<file path="config.mk">
export PLATFORM = sky130hd
export DESIGN_NAME = apss_sequencer
export DESIGN_NICKNAME = d
export VERILOG_FILES = /design/src/logic/apss_pkg.sv /design/src/logic/apss_sequencer.sv
export SDC_FILE = /design/constraint.sdc
export NUM_CORES = 1
export LEC_CHECK = 0
export ABC_CLOCK_PERIOD_IN_PS = 5350
export BUFFER_PORTS_ARGS = -buffer_cell sky130_fd_sc_hd__clkbuf_2
export CAP_MARGIN = 15
export CORE_MARGIN = 8
export CORE_UTILIZATION = 55
export CTS_BUF_LIST = sky130_fd_sc_hd__clkbuf_8
export DETAILED_ROUTE_END_ITERATION = 7
export PLACE_DENSITY_LB_ADDON = 0.25
export SETUP_SLACK_MARGIN = 0.05
export SLEW_MARGIN = 0
export SYNTH_ARGS = -nofsm -noshare
export SYNTH_HDL_FRONTEND = slang
export SYNTH_SLANG_ARGS = --single-unit
</file>
<file path="constraint.sdc">
create_clock -name core_clk_in -period 5.35 [get_ports core_clk_in]
set_clock_uncertainty 0.15 [all_clocks]
set_input_delay 0.535 -clock core_clk_in [delete_from_list [all_inputs] [get_ports core_clk_in]]
set_output_delay 0.535 -clock core_clk_in [all_outputs]
set_load 0.01 [all_outputs]
</file>
<file path="src/logic/apss_pkg.sv">
// Function
// - Single pass runs each step once, halts, waits for a new run.
// - Cycling mode runs all steps, then wraps to step one forever.
// - While cycling only stop, external fault, emergency stop and leaving operation select 4 act.
// - Stop-intervention pass stops and restarts at each step change.
// - Step one uses main setpoint, others seven step setpoints, 0.01 Hz.
// - Each step lasts its own timer, 0.0 to 6500.0 s in 0.1 s.
// - Direction setting is eight bits, one bit per step.
// - Direction and ramp settings act only when operation select is 4.
// - Ramp code 00..11 picks accel/decel pair one to four.
// - Ramp word has two bits per step, step one lowest.
// - Cycle mode 0 pass, 1 cycling, 2 pass-intervene, 3 cycle-intervene.
// - In program mode external direction input is ignored.
// - Resume memory 1 keeps step and progress across stop or fault.
`default_nettype none
package apss_pkg;
  localparam int unsigned NSTEP       = 8;
  localparam logic [2:0]  LAST_STEP   = 3'h7;
  localparam logic [2:0]  OP_INTERNAL = 3'h4;
  localparam logic [2:0]  OP_MAX      = 3'h5;
  localparam logic [15:0] FREQ_MAX    = 16'h9c40;
  localparam logic [15:0] TIMER_MAX   = 16'hfde8;
  localparam int unsigned CLK_PERIOD_NS = 100;
  localparam int unsigned TENTH_S_NS    = 100000000;
  localparam int unsigned TICK_CYCLES   = TENTH_S_NS / CLK_PERIOD_NS;

  typedef enum logic [1:0] {
    APSS_ONE_PASS,
    APSS_CYCLE,
    APSS_PASS_STOP,
    APSS_CYCLE_STOP
  } apss_mode_e;

  localparam logic [4:0] REG_CTRL   = 5'h00;
  localparam logic [4:0] REG_DIR    = 5'h01;
  localparam logic [4:0] REG_RAMP   = 5'h02;
  localparam logic [4:0] REG_STATUS = 5'h03;
  localparam logic [4:0] REG_REMAIN = 5'h04;
  localparam logic [4:0] REG_FREQ0  = 5'h08;
  localparam logic [4:0] REG_TIMER0 = 5'h10;
  localparam logic [4:0] REG_LAST   = 5'h17;

  localparam int unsigned CTRL_OP_LSB   = 0;
  localparam int unsigned CTRL_MODE_LSB = 4;
  localparam int unsigned CTRL_RES_BIT  = 8;
  localparam int unsigned STAT_STEP_LSB = 4;
  localparam int unsigned STAT_HELD_BIT = 8;

  localparam logic [NSTEP-1:0][15:0] FREQ_RST = {
    16'h0032, 16'h0fa0, 16'h0dac, 16'h0bb8,
    16'h09c4, 16'h07d0, 16'h05dc, 16'h0000};
  localparam logic [NSTEP-1:0][15:0] TIMER_RST = {
    16'h0000, 16'h0000, 16'h0000, 16'h0000,
    16'h0000, 16'h0000, 16'h0064, 16'h0064};
endpackage : apss_pkg
`default_nettype wire

</file>
<file path="src/logic/apss_sequencer.sv">
// Decided for this implementation: the Avalon-MM slave port and the register addresses.
`timescale 1ns/1ps
`default_nettype none
module apss_sequencer #(
  parameter int unsigned TICK_CYCLES = apss_pkg::TICK_CYCLES
) (
  // Clock and reset
  input  wire logic        core_clk_in,
  input  wire logic        rst_in,
  // Avalon-MM slave, byte address
  input  wire logic [6:0]  avs_address_in,
  input  wire logic        avs_read_in,
  input  wire logic        avs_write_in,
  input  wire logic [31:0] avs_writedata_in,
  output logic      [31:0] avs_readdata_out,
  output logic             avs_waitrequest_out,
  // Operator commands
  input  wire logic        run_cmd_in,
  input  wire logic        stop_cmd_in,
  input  wire logic        ext_fault_in,
  input  wire logic        estop_in,
  input  wire logic        ext_reverse_in,
  // Ramp generator
  input  wire logic        drive_stopped_in,
  output logic             run_out,
  output logic      [15:0] freq_out,
  output logic             reverse_out,
  output logic      [1:0]  ramp_pair_out,
  output logic      [2:0]  step_out
);
  localparam int unsigned TW = $clog2(TICK_CYCLES + 1);
  localparam logic [TW-1:0] TICK_LAST = TW'(TICK_CYCLES - 1);

  typedef enum logic [1:0] {APSS_IDLE, APSS_RUN, APSS_GAP} apss_st_e;

  typedef struct packed {
    apss_st_e                  st;
    logic [2:0]                step;
    logic [15:0]               remain;
    logic [TW-1:0]             tick;
    logic                      held;
    logic                      done;
    logic                      man_run;
    logic [2:0]                op;
    apss_pkg::apss_mode_e      mode;
    logic                      resume;
    logic [7:0]                dir;
    logic [15:0]               ramp;
    logic [apss_pkg::NSTEP-1:0][15:0] freq;
    logic [apss_pkg::NSTEP-1:0][15:0] timer;
    logic                      wait_r;
    logic [31:0]               rdata;
    logic                      run;
    logic [15:0]               fout;
    logic                      rev;
    logic [1:0]                rsel;
  } apss_state_s;

  apss_state_s s_r;
  apss_state_s s_nxt;

  function automatic logic [1:0] ramp_of(input logic [15:0] w, input logic [2:0] k);
    ramp_of = w[{k, 1'b0} +: 2];
  endfunction : ramp_of

  function automatic logic [15:0] clamp(input logic [15:0] v, input logic [15:0] m);
    clamp = (v > m) ? m : v;
  endfunction : clamp

  logic [4:0] idx;
  logic       req;
  logic       accept;
  logic       halt;
  logic       prog;
  logic       adv;
  logic       last;

  assign idx    = avs_address_in[6:2];
  assign req    = avs_read_in | avs_write_in;
  assign accept = req & ~s_r.wait_r;
  assign halt   = stop_cmd_in | ext_fault_in | estop_in;
  assign prog   = (s_r.op == apss_pkg::OP_INTERNAL);
  assign last   = (s_r.step == apss_pkg::LAST_STEP);
  // A zero timer advances at once, so in modes 0 and 1 (no stop-intervention) unused steps cost one clock only.
  assign adv    = (s_r.st == APSS_RUN) && (s_r.remain == 16'h0000);

  always_comb begin
    s_nxt = s_r;
    s_nxt.done = 1'b0;

    // Bus slave: one wait cycle, then accept on the edge with waitrequest low.
    if (accept) begin
      s_nxt.wait_r = 1'b1;
    end else if (req) begin
      s_nxt.wait_r = 1'b0;
      s_nxt.rdata  = 32'h0000_0000;
      if (idx == apss_pkg::REG_CTRL) begin
        s_nxt.rdata[apss_pkg::CTRL_OP_LSB +: 3]   = s_r.op;
        s_nxt.rdata[apss_pkg::CTRL_MODE_LSB +: 2] = s_r.mode;
        s_nxt.rdata[apss_pkg::CTRL_RES_BIT]       = s_r.resume;
      end else if (idx == apss_pkg::REG_DIR) begin
        s_nxt.rdata[7:0] = s_r.dir;
      end else if (idx == apss_pkg::REG_RAMP) begin
        s_nxt.rdata[15:0] = s_r.ramp;
      end else if (idx == apss_pkg::REG_STATUS) begin
        s_nxt.rdata[1:0] = s_r.st;
        s_nxt.rdata[apss_pkg::STAT_STEP_LSB +: 3] = s_r.step;
        s_nxt.rdata[apss_pkg::STAT_HELD_BIT]      = s_r.held;
      end else if (idx == apss_pkg::REG_REMAIN) begin
        s_nxt.rdata[15:0] = s_r.remain;
      end else if (idx >= apss_pkg::REG_FREQ0 && idx < apss_pkg::REG_TIMER0) begin
        s_nxt.rdata[15:0] = s_r.freq[idx[2:0]];
      end else if (idx >= apss_pkg::REG_TIMER0 && idx <= apss_pkg::REG_LAST) begin
        s_nxt.rdata[15:0] = s_r.timer[idx[2:0]];
      end
    end

    if (accept && avs_write_in) begin
      if (idx == apss_pkg::REG_CTRL) begin
        if (avs_writedata_in[apss_pkg::CTRL_OP_LSB +: 3] <= apss_pkg::OP_MAX) begin
          s_nxt.op = avs_writedata_in[apss_pkg::CTRL_OP_LSB +: 3];
        end
        s_nxt.mode   = apss_pkg::apss_mode_e'(avs_writedata_in[apss_pkg::CTRL_MODE_LSB +: 2]);
        s_nxt.resume = avs_writedata_in[apss_pkg::CTRL_RES_BIT];
      end else if (idx == apss_pkg::REG_DIR) begin
        s_nxt.dir = avs_writedata_in[7:0];
      end else if (idx == apss_pkg::REG_RAMP) begin
        s_nxt.ramp = avs_writedata_in[15:0];
      end else if (idx >= apss_pkg::REG_FREQ0 && idx < apss_pkg::REG_TIMER0) begin
        s_nxt.freq[idx[2:0]] = clamp(avs_writedata_in[15:0], apss_pkg::FREQ_MAX);
      end else if (idx >= apss_pkg::REG_TIMER0 && idx <= apss_pkg::REG_LAST) begin
        s_nxt.timer[idx[2:0]] = clamp(avs_writedata_in[15:0], apss_pkg::TIMER_MAX);
      end
    end

    // Sequencer.
    case (s_r.st)
      APSS_IDLE: begin
        if (!prog) begin
          if (halt) begin
            s_nxt.man_run = 1'b0;
          end else if (run_cmd_in) begin
            s_nxt.man_run = 1'b1;
          end
        end else begin
          s_nxt.man_run = 1'b0;
          if (run_cmd_in && !halt) begin
            s_nxt.st   = APSS_RUN;
            s_nxt.tick = '0;
            if (!(s_r.held && s_r.resume)) begin
              s_nxt.step   = 3'h0;
              s_nxt.remain = s_r.timer[0];
            end
            s_nxt.held = 1'b0;
          end
        end
      end
      APSS_RUN, APSS_GAP: begin
        if (halt || !prog) begin
          // In modes 1 and 3 only these commands or leaving operation select 4 end a running program; run is ignored.
          s_nxt.st   = APSS_IDLE;
          s_nxt.held = s_r.resume;
          if (!s_r.resume) begin
            s_nxt.step = 3'h0;
          end
        end else if (s_r.st == APSS_GAP) begin
          if (drive_stopped_in) begin
            s_nxt.st   = APSS_RUN;
            s_nxt.tick = '0;
          end
        end else if (adv) begin
          s_nxt.step   = last ? 3'h0 : s_r.step + 3'h1;
          s_nxt.remain = s_r.timer[s_nxt.step];
          s_nxt.tick   = '0;
          case (s_r.mode)
            apss_pkg::APSS_ONE_PASS: begin
              if (last) begin
                s_nxt.st   = APSS_IDLE;
                s_nxt.done = 1'b1;
              end
            end
            apss_pkg::APSS_CYCLE: begin
              s_nxt.st = APSS_RUN;
            end
            apss_pkg::APSS_PASS_STOP: begin
              s_nxt.st   = last ? APSS_IDLE : APSS_GAP;
              s_nxt.done = last;
            end
            apss_pkg::APSS_CYCLE_STOP: begin
              s_nxt.st = APSS_GAP;
            end
            default: begin
              s_nxt.st = APSS_IDLE;
            end
          endcase
        end else if (s_r.tick == TICK_LAST) begin
          s_nxt.tick   = '0;
          s_nxt.remain = s_r.remain - 16'h0001;
        end else begin
          s_nxt.tick = s_r.tick + TW'(1);
        end
      end
      default: begin
        s_nxt.st = APSS_IDLE;
      end
    endcase

    // Outputs are taken from the next state so they change with it.
    // Settings are read from the next state too, so a write during a step shows at once.
    s_nxt.run  = (s_nxt.st == APSS_RUN) || s_nxt.man_run;
    if (s_nxt.st == APSS_IDLE) begin
      s_nxt.fout = s_nxt.freq[0];
      s_nxt.rev  = prog ? 1'b0 : ext_reverse_in;
      s_nxt.rsel = 2'h0;
    end else begin
      s_nxt.fout = s_nxt.freq[s_nxt.step];
      s_nxt.rev  = s_nxt.dir[s_nxt.step];
      s_nxt.rsel = ramp_of(s_nxt.ramp, s_nxt.step);
    end
  end

  always_ff @(posedge core_clk_in) begin
    if (rst_in) begin
      s_r        <= '0;
      s_r.st     <= APSS_IDLE;
      s_r.mode   <= apss_pkg::APSS_ONE_PASS;
      s_r.freq   <= apss_pkg::FREQ_RST;
      s_r.timer  <= apss_pkg::TIMER_RST;
      s_r.wait_r <= 1'b1;
    end else begin
      s_r <= s_nxt;
    end
  end

  assign avs_readdata_out    = s_r.rdata;
  assign avs_waitrequest_out = s_r.wait_r;
  assign run_out             = s_r.run;
  assign freq_out            = s_r.fout;
  assign reverse_out         = s_r.rev;
  assign ramp_pair_out       = s_r.rsel;
  assign step_out            = s_r.step;
endmodule : apss_sequencer
`default_nettype wire

</file>
After elaboration in Yosys (flattened, before gate mapping)
Index checks and enable logic that the tools add are counted.

$add $sub $neg: 3. Magnitude comparators: 11. Equal/unequal tests: 21. Shift-type cells: 1. Mux-type cells: 73. Bitwise operators: 10. Reduce and logical (&&, ||, !) cells: 27.

Operators by type and width (count): 280-bit 2-to-1 mux (2); 128-bit 2-to-1 mux (3); 272-bit 2-to-1 mux (1); 128-bit bitwise mux (2); 256-bit 2-to-1 mux (1); 16-bit 2-to-1 mux (15); 16-bit binary-select mux with 3-bit select (4); 42-bit 2-to-1 mux (2); 40-bit case mux with 2 select lines (1); 36-bit 2-to-1 mux (2); 20-bit 2-to-1 mux (3); 19-bit 2-to-1 mux (3); 16-bit demux with 3-bit select (1); 16-bit greater-than comparator, second input constant (2); 8-bit 2-to-1 mux (3); 20-bit by 1-bit adder with 20-bit output, second input constant (1); 20-bit equality test, second input constant (1); 16-bit zero test (1); 2-bit 2-to-1 mux (8); 16-bit by 5-bit indexed part select with 2-bit output (1); 16-bit by 1-bit subtractor with 16-bit output, second input constant (1); 7-bit 2-to-1 mux (2); 3-bit by 4-bit < comparator with 1-bit output, second input constant (3); 3-bit 2-to-1 mux (4); other kinds (36) (79).

Register bits: 366. Bits of input ports: 49. Logic and storage cells: 179.

Longest topological paths before layout
Gate-level depths: netlist (run 1).

Word-level depth: 14. Depth in mapped cells: 13. Mapped depth without buffers: 11.

Worst setup path after synthesis (run 1)
OpenSTA, ideal clock, no wires.

Path kind: register -> register. Start: reg s_r, in the netlist step_out[0]. End: reg s_r, in the netlist freq_out[4]. Setup time: 0.134 ns. Arrival: 3.007 ns. Data required time: 5.066 ns. Slack: 2.059 ns. Stages on the path, launching flop included: 12. Buffers on the path: 2. Clock period less this slack: 3.291 ns. Cells stage by stage: dfxtp_1 ha_1 ha_1 nor2_1 or4b_4 a211oi_4 or2_1 buf_6 buf_6 mux4_2 nor2_1 o32ai_2.

Cells in the longest elaborated chain, start to end: 9.

Ends and longest elaborated chain: start, declared (RTL line apss_sequencer.sv:59) `apss_state_s s_r;`; start signal, assigned (RTL line apss_sequencer.sv:231) `s_r <= s_nxt;`; 3-bit by 1-bit adder with 3-bit output / 3-bit equality test (equally long branches) (RTL line apss_sequencer.sv:172, apss_sequencer.sv:83); 3-bit 2-to-1 mux (tied with other cells) (RTL line apss_sequencer.sv:172) `s_nxt.step = last ? 3'h0 : s_r.step + 3'h1;`; 5-bit 2-to-1 mux / 2-bit case mux with 4 select lines (equally long branches) (RTL line apss_sequencer.sv:171, apss_sequencer.sv:175); 19-bit 2-to-1 mux / 5-bit 2-to-1 mux (equally long branches) (RTL line apss_sequencer.sv:166, apss_sequencer.sv:171); 5-bit 2-to-1 mux / 2-bit 2-to-1 mux (equally long branches) (RTL line apss_sequencer.sv:159, apss_sequencer.sv:166); 40-bit case mux with 2 select lines / 5-bit 2-to-1 mux (equally long branches) (RTL line apss_sequencer.sv:137, apss_sequencer.sv:159); 16-bit binary-select mux with 3-bit select / 2-bit case mux with 2 select lines (equally long branches) (RTL line apss_sequencer.sv:216, apss_sequencer.sv:137); 16-bit 2-to-1 mux (implied by the code) / 2-bit zero test (equally long branches) (RTL line apss_sequencer.sv:216, apss_sequencer.sv:211); 19-bit 2-to-1 mux * (RTL line apss_sequencer.sv:211) `if (s_nxt.st == APSS_IDLE) begin`.

Every way passes the cells marked *; elsewhere a longest branch is shown, timed or not. The select of a mux whose other input is x is not followed. A chain may end at the register's enable or synchronous reset.

Worst setup path in the final report (run 1)
Start: reg s_r[382] in the netlist's numbering. End: reg s_r, in the netlist freq_out[10].

Cells in the longest elaborated chain, start to end: 9.

Ends and longest elaborated chain: 2-bit by 1-bit equality test with 1-bit output (RTL line apss_sequencer.sv:85, apss_sequencer.sv:137); 1-bit logical AND (RTL line apss_sequencer.sv:85) `assign adv = (s_r.st == APSS_RUN) && (s_r.remain == 16'h0000);`; 5-bit 2-to-1 mux (RTL line apss_sequencer.sv:171) `end else if (adv) begin`; 19-bit 2-to-1 mux (RTL line apss_sequencer.sv:166) `end else if (s_r.st == APSS_GAP) begin`; 5-bit 2-to-1 mux (RTL line apss_sequencer.sv:159) `if (halt || !prog) begin`; 40-bit case mux with 2 select lines (RTL line apss_sequencer.sv:137) `case (s_r.st)`; 16-bit binary-select mux with 3-bit select (RTL line apss_sequencer.sv:216) `s_nxt.fout = s_nxt.freq[s_nxt.step];`; 16-bit 2-to-1 mux (implied by the code) (RTL line apss_sequencer.sv:216); 19-bit 2-to-1 mux * (RTL line apss_sequencer.sv:211).

Marked as above.

==> results of run 1 <==
cell type report:
type                       count  area [sq um]  area share [%]
inverter                      18          67.6           0.328
clock inverter                40           265            1.29
clock buffer                  70           963            4.68
tap                          455           569            2.77
multi-input combinational   1777         10600            51.3
sequential                   366          7330            35.6
timing repair buffer         129           843            4.10
path summary, 6_finish.rpt:
kind	cells after the start	end	slack [ns]
setup reg to reg	8	freq_out[10]	1.15
hold reg to reg	2	avs_readdata_out[1]	0.30
setup / recovery	8	freq_out[10]	1.15
hold / removal	3	avs_waitrequest_out	0.05
report_power, final:
group / internal (uW) / switching [uW]
combinational: 100 / 297
sequential: 2740 / 14.2
clock: 1340 / 1190
layer usage:
metal	wire length [microns]	vias up	part of all wire (%)
li1	-	8314	-
met1	25700	8658	38
met2	28700	1398	42
met3	9340	277	14
met4	4070	0	6.0
met5	0	-	0
cells by family after synthesis:
family,after synthesis
AND/OR/NAND/NOR,926
AO/OA/AOI/OAI,666
flip-flops,366
buffers and inverters,245
multiplexers,134
XOR/XNOR,26
adder cells (fa/ha/maj),9
other,1
cells in the mapped netlist (15+ instances only):
cell type                    n
sky130_fd_sc_hd__nand2_1   403
sky130_fd_sc_hd__dfxtp_1   366
sky130_fd_sc_hd__nor2_1    312
sky130_fd_sc_hd__a21oi_1   202
sky130_fd_sc_hd__o21ai_0   163
sky130_fd_sc_hd__clkbuf_1  146
sky130_fd_sc_hd__o22ai_1    76
sky130_fd_sc_hd__mux2i_1    69
sky130_fd_sc_hd__buf_4      54
sky130_fd_sc_hd__mux4_2     47
sky130_fd_sc_hd__nand2b_1   45
sky130_fd_sc_hd__a211oi_1   41
sky130_fd_sc_hd__and2_1     39
sky130_fd_sc_hd__nor3_1     38
sky130_fd_sc_hd__a22oi_1    34
sky130_fd_sc_hd__xor2_1     21
sky130_fd_sc_hd__o211ai_1   19
sky130_fd_sc_hd__mux2_2     17
sky130_fd_sc_hd__o21a_1     17
sky130_fd_sc_hd__or3_1      17
sky130_fd_sc_hd__inv_1      16
sky130_fd_sc_hd__a221oi_1   15
sky130_fd_sc_hd__buf_1      15
placed cells by master (no fill, tap or decap), types with 16 or more instances in the layout:
cell type / count
sky130_fd_sc_hd__a211oi_1: 41
sky130_fd_sc_hd__a21oi_1: 202
sky130_fd_sc_hd__a22oi_1: 34
sky130_fd_sc_hd__and2_1: 39
sky130_fd_sc_hd__buf_4: 54
sky130_fd_sc_hd__clkbuf_2: 69
sky130_fd_sc_hd__clkbuf_8: 70
sky130_fd_sc_hd__conb_1: 16
sky130_fd_sc_hd__dfxtp_1: 366
sky130_fd_sc_hd__inv_1: 34
sky130_fd_sc_hd__mux2_2: 17
sky130_fd_sc_hd__mux2i_1: 69
sky130_fd_sc_hd__mux4_2: 47
sky130_fd_sc_hd__nand2_1: 403
sky130_fd_sc_hd__nand2b_1: 45
sky130_fd_sc_hd__nor2_1: 310
sky130_fd_sc_hd__nor3_1: 36
sky130_fd_sc_hd__o211ai_1: 19
sky130_fd_sc_hd__o21a_1: 17
sky130_fd_sc_hd__o21ai_0: 163
sky130_fd_sc_hd__o22ai_1: 76
sky130_fd_sc_hd__or3_1: 17
sky130_fd_sc_hd__xor2_1: 21
worst min-delay path, cell delays in order:
cell and delay (ns):
sky130_fd_sc_hd__clkbuf_2 0.10, sky130_fd_sc_hd__nor3_1 0.05, sky130_fd_sc_hd__o21ai_0 0.12
per-stage QoR:
step	cells	hold WS [ns]	util, %	worst slack [ns]	instance area [sq um]
6_report	2855	0.0497	60.0	1.15	20600
5_1_grt	2855	0.0626	60.0	1.07	20600
4_1_cts	2853	0.0199	60.0	1.32	20600
3_5_place_dp	2742	0.296	56.4	1.11	19300
3_3_place_gp	2742	0.289	56.4	1.23	19300
2_1_floorplan	2388	0.282	-	2.06	19000
==> results.yml, run 1 <==
place:
  io_buffers: 70
  globalplace.congestion: 0.962
  detailed_place_hpwl_mm: 44.5
global_route:
  wire_length_of_the_first_global_routing_pass_mm: 103
  initial_antenna_violation_count: 0
  grt.busiest_layer: "met2"
  gr-usage-met2_pct: 47.3
  number_of_global_route_vias_before_repair: 17400
  globalRouteMet1Util_pct: 41.7
  grt_max_degree: 145
  overflow: 0
  globalRouteTotalUtil_pct: 31.8
  grt_use_met3_pct: 8.43
timing:
  maxSlewHeadroom_pct: 35.5
  fmax_mhz: 238
  setup_total_negative_slack_ns: 0
  worst_pin_slew_ns: 0.965
  slew_viol_final: 0
  endpoints_failing_setup: 0
  final_hold_violating_endpoints: 0
  unrepaired_setup_endpoints_after_global_routing: "no"
  min_period_over_period_pct: 78.5
  fin_crit_ns: 4.20
drt:
  drt_first_iter_violations: 2508
  viasPerCell: 6.53
  vias: 18600
  final_routed_wire_length_divided_by_cell_count_microns: 23.7
  drtPass1Iterations: 8
  ant_nets: 0
  detail_route.drc_violations: 0
  finalWirelength_mm: 67.7
worst_hold_path:
  timing.hold.worst.class: "in -> reg"
  hold_path_start: "avs_read_in"
floorplan:
  design.core.area_sq_um: 34300
  design.portCount: 105
  die-height_microns: 202
  design.die.area_sq_um: 40700
  fp-row-count: 68
  die_width_microns: 202
  floorplan.initialDensity_pct: 55.3
finish:
  fill_cells: 3091
  drive_gt1_share_pct: 13.0
  layout.nets: 2411
  insertedDiodeCount: 0
  area.growth.synth_to_final_pct: 8.59
synthesis:
  ys_dominant_reg_cell: "sky130_fd_sc_hd__dfxtp_1"
  yosysUniqueCellTypes: 81
  synth_area_leaders: "sky130_fd_sc_hd__dfxtp_1 39%, sky130_fd_sc_hd__nand2_1 8.0%, sky130_fd_sc_hd__nor2_1 6.2%"
  synth_top_family_by_area: "compound AO/OA/AOI/OAI gates"
  post_synth_fa_ha_maj_area_fraction_pct: 0.594
  synthesis.area_sq_um: 19000
  complex_gate_fraction_of_the_synthesized_area_pct: 21.8
  asyncSetResetFlopFracSynth_pct: 0
  synth_area_per_cell_sq_um: 7.99
  area_share_of_xor_xnor_cells_in_the_synthesized_design_pct: 1.20
  synth_top_cell_by_area: "sky130_fd_sc_hd__dfxtp_1"
  postSynthCellCount: 2373
  yosysWarnings: 0
  synth_mux_area_share_pct: 10.4
  synth_seq_area_share_pct: 38.6
  synth.ff_latch_count: 366
  post_synth_and_or_nand_nor_area_fraction_pct: 21.2
  post_synth_edffs: 0
  synthDominantCellAreaShare_pct: 38.6
power:
  powerDensity_nw_per_um2: 276
  worst_ir_drop_vdd_mv: 0.190
  report.power.total_uw: 5690
  leakagePower_uw: 0.00767
clock_tree:
  insertion_delay_ns: 0.65
  numClockSinks: 366
  cts_tree: "done"
  cts_hold_buf: 1
  clk_transition_reported_paths_ns: 0.06
  ctsResizeCount: 0
  number_of_cts_inserted_buffers: 61
  clock_tree.root_cell: "sky130_fd_sc_hd__clkbuf_8"
  clk_path_buf_depth: 3
  h-tree-depth: 2
  cts.repair_timing.setup_buffer_count: 0
critical_path:
  critical_path_class: "reg -> reg"
  path_delay_family: "compound AO/OA/AOI/OAI gates"
  slowest_stage: "sky130_fd_sc_hd__a211oi_2"
  path_buf_inv: 1
  crit-reg2reg-launch: "s_r[382]"
  cell_by_cell_listing_of_the_critical_path: "inv_1, ha_1, nand4b_1, o31a_1, or3_1, a211oi_2, nand2_1, o211ai_1"
  cp_data_arrival_time_ns: 4.57
  worst_path_required_ns: 5.72
  critical_path_peak_fanout: 10
  startpoint_type: "flip-flop"
  crit_path_end_kind: "flip-flop"
  slowest_delay_ns: 0.79
  critPathLaunch: "s_r[382]"
job:
  timing.max_cap.violations: 0
outcome:
  run_status: "finished, final reports clean"
Note: power is estimated with default switching activity, not from simulation.
==> run 2, diff against run 1 <==
--- a/config.mk
+++ b/config.mk
@@ -5,7 +5,8 @@
 export SDC_FILE = /design/constraint.sdc
 export NUM_CORES = 1
 export LEC_CHECK = 0
-export ABC_CLOCK_PERIOD_IN_PS = 5350
+export ABC_AREA = 1
+export ABC_CLOCK_PERIOD_IN_PS = 3800
 export BUFFER_PORTS_ARGS = -buffer_cell sky130_fd_sc_hd__clkbuf_2
 export CAP_MARGIN = 15
 export CORE_MARGIN = 8
==> constraint.sdc (replaced) <==
create_clock -name core_clk_in -period 3.8 [get_ports core_clk_in]
set_clock_uncertainty 0.15 [all_clocks]
set_input_delay 0.38 -clock core_clk_in [delete_from_list [all_inputs] [get_ports core_clk_in]]
set_output_delay 0.38 -clock core_clk_in [all_outputs]
set_load 0.01 [all_outputs]
==> run 2 against run 1 <==
  * Highest routed layer unchanged
  * Clock power rose by 40%
  * Sequential cell count unchanged
  * Worst hold slack improved by 0.0074 ns
==> results.yml, run 2 <==
global_route:
  grt_max_degree: 188
  number_of_global_route_vias_before_repair: 19300
  globalRouteTotalUtil_pct: 33.4
  wire_length_of_the_first_global_routing_pass_mm: 110
  initial_antenna_violation_count: 0
  overflow: 0
power:
  portion_of_total_power_attributed_to_the_clock_network_pct: 44.2
  power.switching_uw: 2120
  report.power.total_uw: 8010
  leakagePower_uw: 0.00916
  worst_ir_drop_vdd_mv: 0.305
  comb_power_share_pct: 7.3
  pwr-share-seq_pct: 48.4
  switching_share_of_power_pct: 26.5
  internal_power_uw: 5890
  powerDensity_nw_per_um2: 377
timing:
  finalHoldWorstSlack_ns: 0.0571
  min_period_over_period_pct: 84.0
  setup_ws_ns: 0.607
  worst_pin_slew_ns: 1.05
  maxSlewHeadroom_pct: 29.5
  setup_total_negative_slack_ns: 0
  fmax_mhz: 313
  endpoints_failing_setup: 0
  fin_crit_ns: 3.19
  unrepaired_setup_endpoints_after_global_routing: "no"
  slew_viol_final: 0
  final_hold_violating_endpoints: 0
synthesis:
  post_synth_fa_ha_maj_area_fraction_pct: 0.580
  synth.ff_latch_count: 366
  yosysWarnings: 0
  postSynthCellCount: 2952
  yosysUniqueCellTypes: 52
  synth_area_per_cell_sq_um: 6.58
  synth_top_cells_by_count: "640 x sky130_fd_sc_hd__nand2_1, 366 x sky130_fd_sc_hd__dfxtp_1, 346 x sky130_fd_sc_hd__o21ai_0, 277 x sky130_fd_sc_hd__nand3_1, 269 x sky130_fd_sc_hd__nor2_1"
  synthesis.area_sq_um: 19400
  ys_dominant_reg_cell: "sky130_fd_sc_hd__dfxtp_1"
  post_synth_edffs: 0
  synth_seq_area_share_pct: 37.7
  synth_top_family_by_area: "simple AND/OR/NAND/NOR gates"
  post_synth_and_or_nand_nor_area_fraction_pct: 28.1
  synth_area_leaders: "sky130_fd_sc_hd__dfxtp_1 38%, sky130_fd_sc_hd__nand2_1 12%, sky130_fd_sc_hd__o21ai_0 8.9%"
  synthDominantCellAreaShare_pct: 37.7
  synth_mux_area_share_pct: 0
  asyncSetResetFlopFracSynth_pct: 0
  synth_top_cell_by_area: "sky130_fd_sc_hd__dfxtp_1"
  complex_gate_fraction_of_the_synthesized_area_pct: 22.1
  area_share_of_xor_xnor_cells_in_the_synthesized_design_pct: 0.496
  yosys.cell_count.top_type: "sky130_fd_sc_hd__nand2_1"
floorplan:
  floorplan.initialDensity_pct: 55.2
  die-height_microns: 204
  design.core.area_sq_um: 35100
  design.portCount: 105
  design.die.area_sq_um: 41600
  fp-row-count: 69
  die_width_microns: 204
clock_tree:
  clock_tree.root_cell: "sky130_fd_sc_hd__clkbuf_8"
  clk_transition_reported_paths_ns: 0.07
  numClockSinks: 366
  cts.repair_timing.setup_buffer_count: 0
  insertion_delay_ns: 0.67
  clk_path_buf_depth: 3
  cts_tree: "done"
  cts_hold_buf: 8
  h-tree-depth: 2
  number_of_cts_inserted_buffers: 60
  ctsResizeCount: 0
drt:
  final_routed_wire_length_divided_by_cell_count_microns: 20.8
  viasPerCell: 6.14
  finalWirelength_mm: 72.0
  route.met3.wl_mm: 9.95
  met2_wirelength_mm: 30.1
  detail_route.drc_violations: 0
  routed.top_layer: "met4"
  wl_met1_mm: 28.3
  vias: 21300
  drt_first_iter_violations: 3022
  ant_nets: 0
  drtPass1Iterations: 6
critical_path:
  crit_path_end_kind: "flip-flop"
  critical_path_peak_fanout: 16
  reg2reg_depth: 18
  path_delay_family: "simple AND/OR/NAND/NOR gates"
  slowest_delay_ns: 0.43
  slowest_stage: "sky130_fd_sc_hd__inv_2"
  path_buf_inv: 3
  cell_by_cell_listing_of_the_critical_path: "inv_1, ha_1, inv_1, nor2_1, nand2_1, nor2_4, nand2_2, nand2_1, nand2_1, o21ai_0, nand2_1, o21ai_0, nand2_1, nand2_2, nand2_2, inv_2, nand2_1, a21oi_1"
  critical_path_class: "reg -> reg"
  worst_path_required_ns: 4.22
  cp_data_arrival_time_ns: 3.61
  startpoint_type: "flip-flop"
  critical_path_cell_count: 18
  critPathMostFrequentCell: "sky130_fd_sc_hd__nand2_1"
outcome:
  run_status: "finished, final reports clean"
finish:
  fill_cells: 3387
  layout.nets: 3014
  drive_gt1_share_pct: 9.58
  area.growth.synth_to_final_pct: 9.39
  layout.cells.most_common_list: "640 x sky130_fd_sc_hd__nand2_1, 366 x sky130_fd_sc_hd__dfxtp_1, 346 x sky130_fd_sc_hd__o21ai_0"
  insertedDiodeCount: 0
  layout.cells.most_common: "sky130_fd_sc_hd__nand2_1"
place:
  globalplace.congestion: 0.972
  pre_cts_slack_ns: 0.761
  io_buffers: 70
  detailed_place_hpwl_mm: 47.1
worst_hold_path:
  timing.hold.worst.class: "in -> reg"
  holdPathStages: 5
job:
  timing.max_cap.violations: 0
run 2: changes by cell type in the layout (fill, tap and decap cells not counted), sizes merged, moves of 28 or more:
cell / change
a211oi: -38
nand2b: -45
o21ai: +207
inv: +252
nand2: +246
nand3: +265
mux2i: -69
and2: -39
a21oi: +67
mux4: -48
nor2: -28
run 2: cell type report:
type                            instances  area, sq um  share of cell area (%)
Clock buffer                           77         1060                    4.99
Inverter                              272         1020                    4.82
Tap cell                              461          577                    2.72
Sequential cell                       366         7330                    34.5
Timing Repair Buffer                  153         1040                    4.88
Clock inverter                         36          180                   0.848
Multi-Input combinational cell       2103        10000                    47.2
run 2: worst paths after layout:
| path | startpoint | slack (ns) | to |
|---|---|---|---|
| max | s_r[382] | 0.61 | ramp_pair_out[0] |
| min | ext_reverse_in | 0.06 | reverse_out |
| max reg2reg | s_r[382] | 0.61 | ramp_pair_out[0] |
| min reg2reg | avs_readdata_out[4] | 0.31 | avs_readdata_out[4] |
run 2: cell families after synthesis:
kind of cell	count (synthesis)
buffers and inverters	498
other	1
flip-flops	366
AO/OA/AOI/OAI	788
AND/OR/NAND/NOR	1279
adder cells (fa/ha/maj)	9
XOR/XNOR	11
run 2: power by group through the flow:
stage | clock [uW] | combinational [uW] | sequential [uW]
finish | 3540 | 588 | 3880
detailed placement | 0 | 551 | 3960
global placement | 0 | 546 | 3960
CTS | 3570 | 559 | 3880
floorplan | 0 | 343 | 3960
global route | 3750 | 614 | 3880
run 2: metrics by stage:
stage	instances	util [%]	area [sq um]
floorplan	2967	-	19500
global placement	3347	56.7	19900
detailed placement	3347	56.7	19900
CTS	3468	60.4	21200
global route	3468	60.4	21200
finish	3468	60.4	21200
run 2: metal layers:
layer / vias up / track usage, %
met3: 269 / 8.37
li1: 9807 / -
met4: 0 / 17.1
met2: 1465 / 49.5
met1: 9767 / 44.5
met5: - / 0
run 2: worst reg2reg max path, delay by kind of cell (launching register included):
kind,cells,cell delay (ns)
AO/OA/AOI/OAI,3,0.42
adder cells (fa/ha/maj),1,0.20
buffers and inverters,3,0.70
flip-flops,1,0.35
AND/OR/NAND/NOR,11,1.25
